===== config.mk =====
export PLATFORM = sky130hd
export DESIGN_NAME = adc_clock_repeat_config
export DESIGN_NICKNAME = d
export VERILOG_FILES = /design/src/rtl/adc_clock_repeat_config.v /design/src/rtl/sar_clock_divider.v
export VERILOG_INCLUDE_DIRS = /design/src /design/src/inc
export SDC_FILE = /design/constraint.sdc
export NUM_CORES = 1
export LEC_CHECK = 0
export BUFFER_PORTS_ARGS = -buffer_cell sky130_fd_sc_hd__buf_4
export CAP_MARGIN = 10
export CORE_AREA = 4 4 83 100
export CTS_BUF_LIST = sky130_fd_sc_hd__clkbuf_8
export DETAILED_ROUTE_END_ITERATION = 12
export DIE_AREA = 0 0 87 104
export PLACE_DENSITY_LB_ADDON = 0.25
export SLEW_MARGIN = 30
export SYNTH_ARGS = -nofsm -noshare
export SYNTH_HDL_FRONTEND = slang
export SYNTH_SLANG_ARGS = --single-unit

===== constraint.sdc =====
create_clock -name CLK -period 3.39 [get_ports CLK]
set_clock_uncertainty 0.1 [all_clocks]
set_input_delay 0.678 -clock CLK [delete_from_list [all_inputs] [get_ports CLK]]
set_output_delay 0.678 -clock CLK [all_outputs]
set_load 0.05 [all_outputs]

===== src/inc/adc_cfg_consts.vh =====
// Constants for the converter clock, repeat and gain access block
// Notes on behaviour
// - The conversion clock is the source clock divided by the 5-bit divisor in bits 7:3 plus one.
// - With burst mode off the divider runs from the system clock itself.
// - With burst mode on the divider runs from a fixed source of at most 30 MHz.
// - Repeat codes 00, 01, 10, 11 select 1, 4, 8, 16 conversions; interrupts come after the last.
// - Outside burst mode each conversion needs its own start; in burst mode one start runs all.
// - Every conversion result of a sequence is added into the result high and low bytes.
// - Bit 0 of the configuration register enables the gain programming path.
// - With gain access on, a high-byte write picks a gain address and a low-byte write loads it.
// - The gain registers are write-only and never show on reads.
`ifndef ADC_CFG_CONSTS_VH
`define ADC_CFG_CONSTS_VH

// Register addresses
`define CFG_ADDR 8'hBC
`define RES_HIGH_ADDR 8'hC1
`define RES_LOW_ADDR 8'hC2
`define CFG_RESET 8'hF8

// Configuration fields
`define CFG_DIV_MSB 7
`define CFG_DIV_LSB 3
`define CFG_RPT_MSB 2
`define CFG_RPT_LSB 1
`define CFG_GAIN_BIT 0

// Gain register addresses written through the result high byte
`define GAIN_UPPER_ADDR 8'h04
`define GAIN_LOWER_ADDR 8'h07
`define GAIN_ADD_ADDR 8'h08

// Repeat counts
`define RPT_CODE_1 2'h0
`define RPT_CODE_4 2'h1
`define RPT_CODE_8 2'h2
`define RPT_COUNT_1 5'h01
`define RPT_COUNT_4 5'h04
`define RPT_COUNT_8 5'h08
`define RPT_COUNT_16 5'h10

// Clock rates and burst source divide, rounded up so the source stays at or below its limit
`define SYS_CLK_MHZ 250
`define BURST_SRC_MAX_MHZ 30
`define BURST_DIV ((`SYS_CLK_MHZ + `BURST_SRC_MAX_MHZ - 1) / `BURST_SRC_MAX_MHZ)

`endif


===== src/rtl/adc_clock_repeat_config.v =====
// Converter clock, repeat-accumulate sequencer and gain access control
`timescale 1ns/100ps
`include "adc_cfg_consts.vh"
module adc_clock_repeat_config #(
  parameter RES_W = 12,
  parameter ACC_W = 16,
  parameter BURST_DIV = `BURST_DIV
) (
  input wire CLK, // System clock, 250 MHz
  input wire RST, // Synchronous reset, high
  input wire [7:0] SFR_ADDR, // Register address
  input wire [7:0] SFR_WDATA, // Write data
  input wire SFR_WR, // Write strobe, one cycle
  input wire SFR_RD, // Read strobe, one cycle
  output reg [7:0] SFR_RDATA, // Read data, one cycle after the strobe
  input wire BURST_MODE_ENABLE, // Burst mode level
  input wire CONVERT_START, // Convert start pulse
  input wire CONV_DONE, // Converter finished one conversion
  input wire [RES_W-1:0] CONV_RESULT, // Result with CONV_DONE
  input wire WINDOW_MATCH, // Window comparator verdict on RESULT
  output reg CONV_REQUEST, // Start one conversion, pulse
  output wire CONV_CLK_TICK, // Conversion clock tick
  output wire CONV_CLK, // Conversion clock level
  output reg [ACC_W-1:0] RESULT, // Accumulated result
  output reg CONVERSION_DONE_IRQ, // Sequence complete pulse
  output reg WINDOW_COMPARE_IRQ, // Window hit at sequence end pulse
  output reg SEQ_BUSY, // Sequence in progress
  output reg [7:0] GAIN_UPPER_BYTE, // Gain upper byte
  output reg [3:0] GAIN_LOWER_NIBBLE, // Gain lower nibble
  output reg GAIN_ADD_CONTROL // Gain add control bit
);

  localparam ST_IDLE = 3'b001;
  localparam ST_CONV = 3'b010;
  localparam ST_WAIT = 3'b100;

  reg [7:0] cfg_reg;
  reg [7:0] gain_addr_reg;
  reg [3:0] burst_cnt_reg;
  reg burst_tick_reg;
  reg [2:0] state_reg;
  reg [2:0] state_next;
  reg [4:0] target_reg;
  reg [4:0] done_cnt_reg;
  reg [4:0] target_sel;
  reg [ACC_W-1:0] acc_sum;
  reg [7:0] rdata_next;
  wire src_tick;
  wire wr_cfg;
  wire wr_high;
  wire wr_low;
  wire gain_access_enable;
  wire [4:0] sar_clock_divisor;
  wire [1:0] repeat_count_select;
  wire last_conv;

  assign sar_clock_divisor = cfg_reg[`CFG_DIV_MSB:`CFG_DIV_LSB];
  assign repeat_count_select = cfg_reg[`CFG_RPT_MSB:`CFG_RPT_LSB];
  assign gain_access_enable = cfg_reg[`CFG_GAIN_BIT];
  assign wr_cfg = SFR_WR && (SFR_ADDR == `CFG_ADDR);
  assign wr_high = SFR_WR && (SFR_ADDR == `RES_HIGH_ADDR);
  assign wr_low = SFR_WR && (SFR_ADDR == `RES_LOW_ADDR);

  // Configuration register write
  always @(posedge CLK) begin
    if (RST) begin
      cfg_reg <= `CFG_RESET;
    end else if (wr_cfg) begin
      cfg_reg <= SFR_WDATA;
    end
  end

  // Fixed burst source from the system clock; it ignores whatever core clock is chosen
  always @(posedge CLK) begin
    if (RST) begin
      burst_cnt_reg <= 4'h0;
      burst_tick_reg <= 1'b0;
    end else if (burst_cnt_reg == BURST_DIV[3:0] - 4'h1) begin
      burst_cnt_reg <= 4'h0;
      burst_tick_reg <= 1'b1;
    end else begin
      burst_cnt_reg <= burst_cnt_reg + 4'h1;
      burst_tick_reg <= 1'b0;
    end
  end

  // Source select: system clock runs every cycle, burst source only on its ticks
  assign src_tick = BURST_MODE_ENABLE ? burst_tick_reg : 1'b1;

  sar_clock_divider #(
    .DIV_W(5)
  ) u_div (
    .clk(CLK),
    .rst(RST),
    .src_tick(src_tick),
    .divisor(sar_clock_divisor),
    .conv_tick_reg(CONV_CLK_TICK),
    .conv_level_reg(CONV_CLK)
  );

  // Repeat code to number of conversions
  always @* begin
    case (repeat_count_select)
      `RPT_CODE_1: target_sel = `RPT_COUNT_1;
      `RPT_CODE_4: target_sel = `RPT_COUNT_4;
      `RPT_CODE_8: target_sel = `RPT_COUNT_8;
      default: target_sel = `RPT_COUNT_16;
    endcase
  end

  // Running sum of this conversion onto the accumulator
  always @* begin
    acc_sum = RESULT + {{(ACC_W-RES_W){1'b0}}, CONV_RESULT};
  end

  assign last_conv = (done_cnt_reg + 5'h01) == target_reg;

  // Sequencer next state
  always @* begin
    state_next = state_reg;
    case (state_reg)
      ST_IDLE: begin
        if (CONVERT_START) begin
          state_next = ST_CONV;
        end
      end
      ST_CONV: begin
        if (CONV_DONE) begin
          if (last_conv) begin
            state_next = ST_IDLE;
          end else if (BURST_MODE_ENABLE) begin
            state_next = ST_CONV;
          end else begin
            state_next = ST_WAIT;
          end
        end
      end
      ST_WAIT: begin
        if (CONVERT_START) begin
          state_next = ST_CONV;
        end
      end
      default: state_next = ST_IDLE;
    endcase
  end

  // Sequencer registers, accumulator and interrupt pulses
  always @(posedge CLK) begin
    if (RST) begin
      state_reg <= ST_IDLE;
      target_reg <= `RPT_COUNT_1;
      done_cnt_reg <= 5'h00;
      RESULT <= {ACC_W{1'b0}};
      CONV_REQUEST <= 1'b0;
      CONVERSION_DONE_IRQ <= 1'b0;
      WINDOW_COMPARE_IRQ <= 1'b0;
      SEQ_BUSY <= 1'b0;
    end else begin
      state_reg <= state_next;
      CONV_REQUEST <= 1'b0;
      CONVERSION_DONE_IRQ <= 1'b0;
      WINDOW_COMPARE_IRQ <= 1'b0;
      case (state_reg)
        ST_IDLE: begin
          if (CONVERT_START) begin
            // Count is latched so a mid-sequence change cannot strand the sequencer
            target_reg <= target_sel;
            done_cnt_reg <= 5'h00;
            RESULT <= {ACC_W{1'b0}};
            CONV_REQUEST <= 1'b1;
            SEQ_BUSY <= 1'b1;
          end
        end
        ST_CONV: begin
          if (CONV_DONE) begin
            RESULT <= acc_sum;
            done_cnt_reg <= done_cnt_reg + 5'h01;
            if (last_conv) begin
              CONVERSION_DONE_IRQ <= 1'b1;
              SEQ_BUSY <= 1'b0;
            end else if (BURST_MODE_ENABLE) begin
              CONV_REQUEST <= 1'b1;
            end
          end
        end
        ST_WAIT: begin
          if (CONVERT_START) begin
            CONV_REQUEST <= 1'b1;
          end
        end
        default: begin
          SEQ_BUSY <= 1'b0;
        end
      endcase
      // Window verdict is taken on the finished total, one cycle after the done pulse
      if (CONVERSION_DONE_IRQ && WINDOW_MATCH) begin
        WINDOW_COMPARE_IRQ <= 1'b1;
      end
    end
  end

  // Gain access path: high byte picks the target, low byte loads it
  always @(posedge CLK) begin
    if (RST) begin
      gain_addr_reg <= 8'h00;
      GAIN_UPPER_BYTE <= 8'h00;
      GAIN_LOWER_NIBBLE <= 4'h0;
      GAIN_ADD_CONTROL <= 1'b0;
    end else if (gain_access_enable) begin
      if (wr_high) begin
        gain_addr_reg <= SFR_WDATA;
      end
      if (wr_low) begin
        case (gain_addr_reg)
          `GAIN_UPPER_ADDR: GAIN_UPPER_BYTE <= SFR_WDATA;
          `GAIN_LOWER_ADDR: GAIN_LOWER_NIBBLE <= SFR_WDATA[7:4];
          `GAIN_ADD_ADDR: GAIN_ADD_CONTROL <= SFR_WDATA[0];
          default: GAIN_ADD_CONTROL <= GAIN_ADD_CONTROL;
        endcase
      end
    end
  end

  // Read mux; gain values are never on it, only the configuration and result bytes
  always @* begin
    case (SFR_ADDR)
      `CFG_ADDR: rdata_next = cfg_reg;
      `RES_HIGH_ADDR: rdata_next = RESULT[15:8];
      `RES_LOW_ADDR: rdata_next = RESULT[7:0];
      default: rdata_next = 8'h00;
    endcase
  end

  // Read data is held until the next read strobe
  always @(posedge CLK) begin
    if (RST) begin
      SFR_RDATA <= 8'h00;
    end else if (SFR_RD) begin
      SFR_RDATA <= rdata_next;
    end
  end

endmodule


===== src/rtl/sar_clock_divider.v =====
// Conversion clock divider counting source ticks
`timescale 1ns/100ps
module sar_clock_divider #(
  parameter DIV_W = 5
) (
  input wire clk, // System clock
  input wire rst, // Synchronous reset, high
  input wire src_tick, // One pulse per source clock period
  input wire [DIV_W-1:0] divisor, // Divide by divisor plus one
  output reg conv_tick_reg, // One pulse per conversion clock period
  output reg conv_level_reg // Square conversion clock level
);

  reg [DIV_W-1:0] count_reg;

  // Counter wraps at the divisor, so the period is divisor plus one source ticks
  always @(posedge clk) begin
    if (rst) begin
      count_reg <= {DIV_W{1'b0}};
      conv_tick_reg <= 1'b0;
      conv_level_reg <= 1'b0;
    end else begin
      conv_tick_reg <= 1'b0;
      if (src_tick) begin
        if (count_reg >= divisor) begin
          count_reg <= {DIV_W{1'b0}};
          conv_tick_reg <= 1'b1;
          conv_level_reg <= ~conv_level_reg;
        end else begin
          count_reg <= count_reg + {{(DIV_W-1){1'b0}}, 1'b1};
        end
      end
    end
  end

endmodule


==> report_table.html <==
<table>
<tr><th>Metric</th><th>Value</th></tr>
<tr><th colspan="2">Routing</th></tr>
<tr><td>TritonRoute pass-1 iters</td><td>5</td></tr>
<tr><td>Wire per inst</td><td>~15 um</td></tr>
<tr><td>WL final</td><td>between 9 and 10 mm</td></tr>
<tr><td>Iteration-0 DRC count of the detailed router</td><td>193</td></tr>
<tr><td>DRC violation count after routing</td><td>0</td></tr>
<tr><td>Antenna Violating Nets Remaining</td><td>0</td></tr>
<tr><td>Total vias in the final route</td><td>around 3700</td></tr>
<tr><td>Detail-routed via count per cell</td><td>5.77</td></tr>
<tr><th colspan="2">Global route</th></tr>
<tr><td>Global-route wire length before repair</td><td>16.4 mm</td></tr>
<tr><td>Overall track demand over capacity in global routing</td><td>22.2%</td></tr>
<tr><td>Number of antenna violations at the first check in global routing</td><td>0</td></tr>
<tr><td>Aggregate global routing overflow</td><td>0</td></tr>
<tr><td>Maximum number of pins on one net before global-route repair</td><td>56</td></tr>
<tr><td>Via count of the first global-routing pass</td><td>3500</td></tr>
<tr><th colspan="2">CTS</th></tr>
<tr><td>Clock slew at the register clock pins of the worst setup and hold paths</td><td>90 ps</td></tr>
<tr><td>TritonCTS clock tree</td><td>built</td></tr>
<tr><td>Number of H-tree levels</td><td>3</td></tr>
<tr><td>Postcts setup bufs</td><td>0</td></tr>
<tr><td>Total CTS buffers</td><td>9</td></tr>
<tr><td>Number of sinks on the clock net</td><td>81</td></tr>
<tr><td>Number of buffers between clock root and the deepest sink</td><td>2</td></tr>
<tr><td>Clock latency of the later-clocked register in the worst-skew pair</td><td>360 ps</td></tr>
<tr><td>Root cell of the clock tree</td><td>clkbuf_8</td></tr>
<tr><td>Hold Buf Count CTS</td><td>0</td></tr>
<tr><td>Number of gates given a new drive strength after cts</td><td>0</td></tr>
<tr><th colspan="2">Cells and area</th></tr>
<tr><td>Flip-flop and latch area</td><td>1620 um2</td></tr>
<tr><td># nets final</td><td>600</td></tr>
<tr><td>Cell area after layout</td><td>4920 um2</td></tr>
<tr><td>Largest register FFs</td><td>16</td></tr>
<tr><td>Multi-input gate area</td><td>2330 um2</td></tr>
<tr><td>Fraction of final layout cells with drive strength greater than 1</td><td>19.9%</td></tr>
<tr><td>Fill cell instance count of the final layout</td><td>605</td></tr>
<tr><td>Post-route core utilization</td><td>67.6%</td></tr>
<tr><td>Relative area change from synthesis to final layout</td><td>20.5%</td></tr>
<tr><td>Number of diodes added for antenna fixing</td><td>0</td></tr>
<tr><td>Biggest register</td><td>RESULT</td></tr>
<tr><th colspan="2">Setup path</th></tr>
<tr><td>Maximum fanout count along the critical path</td><td>4</td></tr>
<tr><td>Delay-heaviest family, CP</td><td>compound AO/OA/AOI/OAI gates</td></tr>
<tr><td>Number of cell instances on the worst register-to-register path</td><td>8</td></tr>
<tr><td>Worst Setup Start Kind</td><td>input port</td></tr>
<tr><td>WP data arrival</td><td>2720 ps</td></tr>
<tr><td>CP cell instances</td><td>buf_4, ha_1, fa_1, a21o_1, a211o_1, a2111oi_0, nor2_1, xnor2_1, a21oi_1</td></tr>
<tr><td>Slowest cell on the critical path</td><td>a2111oi_0</td></tr>
<tr><td>Buffering stage count on the worst path with inverters included</td><td>1</td></tr>
<tr><td>Worst flop-to-flop path startpoint</td><td>RESULT[0]</td></tr>
<tr><td>Type of the worst setup path</td><td>in2reg</td></tr>
<tr><td>Minimum setup slack among reg-to-reg paths</td><td>900 ps</td></tr>
<tr><td>Critical path depth</td><td>9</td></tr>
<tr><td>Critical Path Source</td><td>CONV_RESULT[0]</td></tr>
<tr><td>Stage delay of the slowest cell on the critical path</td><td>420 ps</td></tr>
<tr><td>Element type at the critical path end</td><td>flip-flop</td></tr>
<tr><td>Reg-to-reg endpoint</td><td>RESULT[10]</td></tr>
<tr><td>Critical path capture point</td><td>RESULT[10]</td></tr>
<tr><td>Critical path data required time</td><td>~3500 ps</td></tr>
<tr><th colspan="2">STA</th></tr>
<tr><td>Slew Viols, Final</td><td>0</td></tr>
<tr><td>Transition at the pin with the smallest max-transition slack</td><td>675 ps</td></tr>
<tr><td>Final Hold Fails</td><td>0</td></tr>
<tr><td>Maximum clock frequency</td><td>about 390 MHz</td></tr>
<tr><td>Relative slew slack</td><td>a little over half</td></tr>
<tr><td>Post-layout minimum cycle time</td><td>approximately 2600 ps</td></tr>
<tr><td>Total negative slack for setup checks</td><td>0 ps</td></tr>
<tr><td>Final count of negative-setup-slack endpoints</td><td>0</td></tr>
<tr><td>Period utilisation layout</td><td>75.9%</td></tr>
<tr><td>Setup repair after global routing missed its margin</td><td>false</td></tr>
<tr><th colspan="2">Run status</th></tr>
<tr><td>Run status</td><td>completed</td></tr>
<tr><th colspan="2">Yosys</th></tr>
<tr><td>Most used DFF post-synth</td><td>dfxtp_1</td></tr>
<tr><td>Async set or reset register ratio after synthesis</td><td>0%</td></tr>
<tr><td>Post-synth net total</td><td>between 500 and 600</td></tr>
<tr><td>Synthesis-stage register bit count</td><td>81</td></tr>
<tr><td>Count of unique library cells instantiated by Yosys</td><td>between 50 and 60</td></tr>
<tr><td>Synth Instances</td><td>470</td></tr>
<tr><td>Mapped Avg Cell Area</td><td>8.68 um2</td></tr>
<tr><td>Seq/Total Area, Yosys</td><td>between 30 and 40%</td></tr>
<tr><td>Number of enable-type register cells in the synthesized netlist</td><td>0</td></tr>
<tr><td>Ys Warns</td><td>0</td></tr>
<tr><td>Summed instance area of the synthesized netlist</td><td>4080 um2</td></tr>
<tr><th colspan="2">Power</th></tr>
<tr><td>Lkg Pwr</td><td>2.21 nW</td></tr>
<tr><td>Worst-case vdd ir drop</td><td>a little under 0.3 mV</td></tr>
<tr><td>Pwr per Cell Area</td><td>413 nW/um2</td></tr>
<tr><th colspan="2">Floorplan</th></tr>
<tr><td>Die H</td><td>104 um</td></tr>
<tr><td>Die Outline Area</td><td>a little over 9000 um2</td></tr>
<tr><td>Placeable core area</td><td>7270 um2</td></tr>
<tr><td>Rows</td><td>34</td></tr>
<tr><td>I/O pin count</td><td>between 70 and 80</td></tr>
<tr><td>Width of the chip</td><td>87 um</td></tr>
<tr><td>Effective utilization at floorplan</td><td>between 50 and 60%</td></tr>
<tr><th colspan="2">Min path</th></tr>
<tr><td>Min-delay worst type</td><td>reg2reg</td></tr>
<tr><td>Startpoint of the most critical hold path</td><td>target_reg[4]</td></tr>
<tr><th colspan="2">Placement</th></tr>
<tr><td>Placed wire-length estimate</td><td>7.36 mm</td></tr>
<tr><td>Count of buffers inserted at the top-level ports</td><td>78</td></tr>
<tr><td>Gpl congestion</td><td>approximately 0.92</td></tr>
<tr><td>Placed Area</td><td>4710 um2</td></tr>
<tr><th colspan="2">Flow run</th></tr>
<tr><td>Total of max-cap violations</td><td>0</td></tr>
</table>
cells by family after synthesis:
group	after synthesis	share of synthesized area, %
and+or+nand+nor	189	22.4
xor gates and xnor gates	19	4.08
AOI/OAI and AO/OA	103	17.5
adders and majority gates	22	6.93
buffers and inverters	31	3.25
muxes	25	6.16
DFF	81	39.7
how the worst min path moves through the flow:
stage               slack, ps  depth (start not counted)            end
floorplan                 340                          2  target_reg[4]
global placement          360                          2   SFR_RDATA[4]
detailed placement        360                          2   SFR_RDATA[1]
CTS                       370                          2  target_reg[4]
global route              410                          2   SFR_RDATA[3]
finish                    370                          2  target_reg[4]
metal layers:
metal / up-vias / global-route usage [%] / wire length, um
met5: - / 0 / 0
met1: 1695 / 28.1 / 4100
met4: 0 / 9.24 / 291
met3: 25 / 3.72 / 601
li1: 1845 / - / -
met2: 111 / 36.6 / 4880
layout by cell type, fill, tap and decap left out, types with 2 or more instances in the layout:
cell and n:
o21bai_1 2, nor2_1 55, nand4b_1 2, inv_6 5, or3_1 4, clkbuf_8 9, o21a_1 2, xnor2_1 11
a222oi_1 8, nand3b_1 4, o21ai_0 18, nand3_1 16, xor2_1 8, buf_4 82, a22oi_1 5, nor2_2 3
o311ai_0 2, mux2i_1 24, o31ai_1 3, nor2b_1 2, nor3_1 16, a21o_1 4, a211o_1 3, nand4bb_1 2
dfxtp_1 81, a2111oi_0 3, ha_1 21, and2_1 7, nand4_1 4, o211ai_1 5, nor3b_1 5, and3_1 2
nand2_1 53, nor4_1 3, a21oi_1 32, nand2b_1 7, o2111ai_1 2, inv_1 10, a21oi_2 2
cells in the mapped netlist (3+ instances only):
library cell / n / area (um2)
mux2i_1: 24 / 240
nand2_1: 53 / 199
nor3b_1: 5 / 37.5
nand2b_1: 7 / 43.8
xor2_1: 8 / 70.1
and2_1: 7 / 43.8
nand4_1: 4 / 25.0
buf_2: 7 / 35.0
o31ai_1: 3 / 22.5
a2111oi_0: 3 / 26.3
nand3b_1: 4 / 30.0
dfxtp_1: 81 / 1620
a21oi_1: 32 / 160
nor2_1: 55 / 206
a211o_1: 3 / 26.3
a222oi_1: 8 / 80.1
a22oi_1: 5 / 37.5
inv_1: 10 / 37.5
o21ai_0: 18 / 90.1
ha_1: 21 / 263
clkbuf_1: 12 / 45.0
nor2_2: 3 / 18.8
xnor2_1: 11 / 96.3
nor4_1: 3 / 18.8
a21o_1: 4 / 30.0
o211ai_1: 5 / 37.5
nand3_1: 16 / 80.1
or3_1: 4 / 25.0
nor3_1: 16 / 80.1
worst register-to-register path, delay by kind of cell, from the launching register on:
kind / cells / cell delay [ps]
fa+ha+maj: 2 / 620
compound gates: 4 / 1060
simple gates: 1 / 100
flops: 1 / 350
xor+xnor: 1 / 160
stage by stage:
stage	setup slack [ps]	power, mW	std cells	hold slack (ps)
floorplan	733	1.21	470	344
global placement	477	1.30	621	355
detailed placement	470	1.31	621	359
CTS	836	2.03	637	375
global route	740	2.11	637	407
finish	817	2.03	637	375
final cells by class:
type	count	share of cell area, %
multi-input cells	358	47.3
repair buffers	82	12.5
inverters	10	0.763
clock inverters	7	1.65
clock buffers	9	2.52
well taps	90	2.29
flip-flops and latches	81	33.0
power by group:
part | total, mW | internal (mW) | switching, mW
clock network | 0.742 | 0.353 | 0.389
logic | 0.290 | 0.113 | 0.177
registers | 0.998 | 0.972 | 0.0260
total | 2.03 | 1.44 | 0.592
No activity file was read; power rests on OpenSTA's default activity.
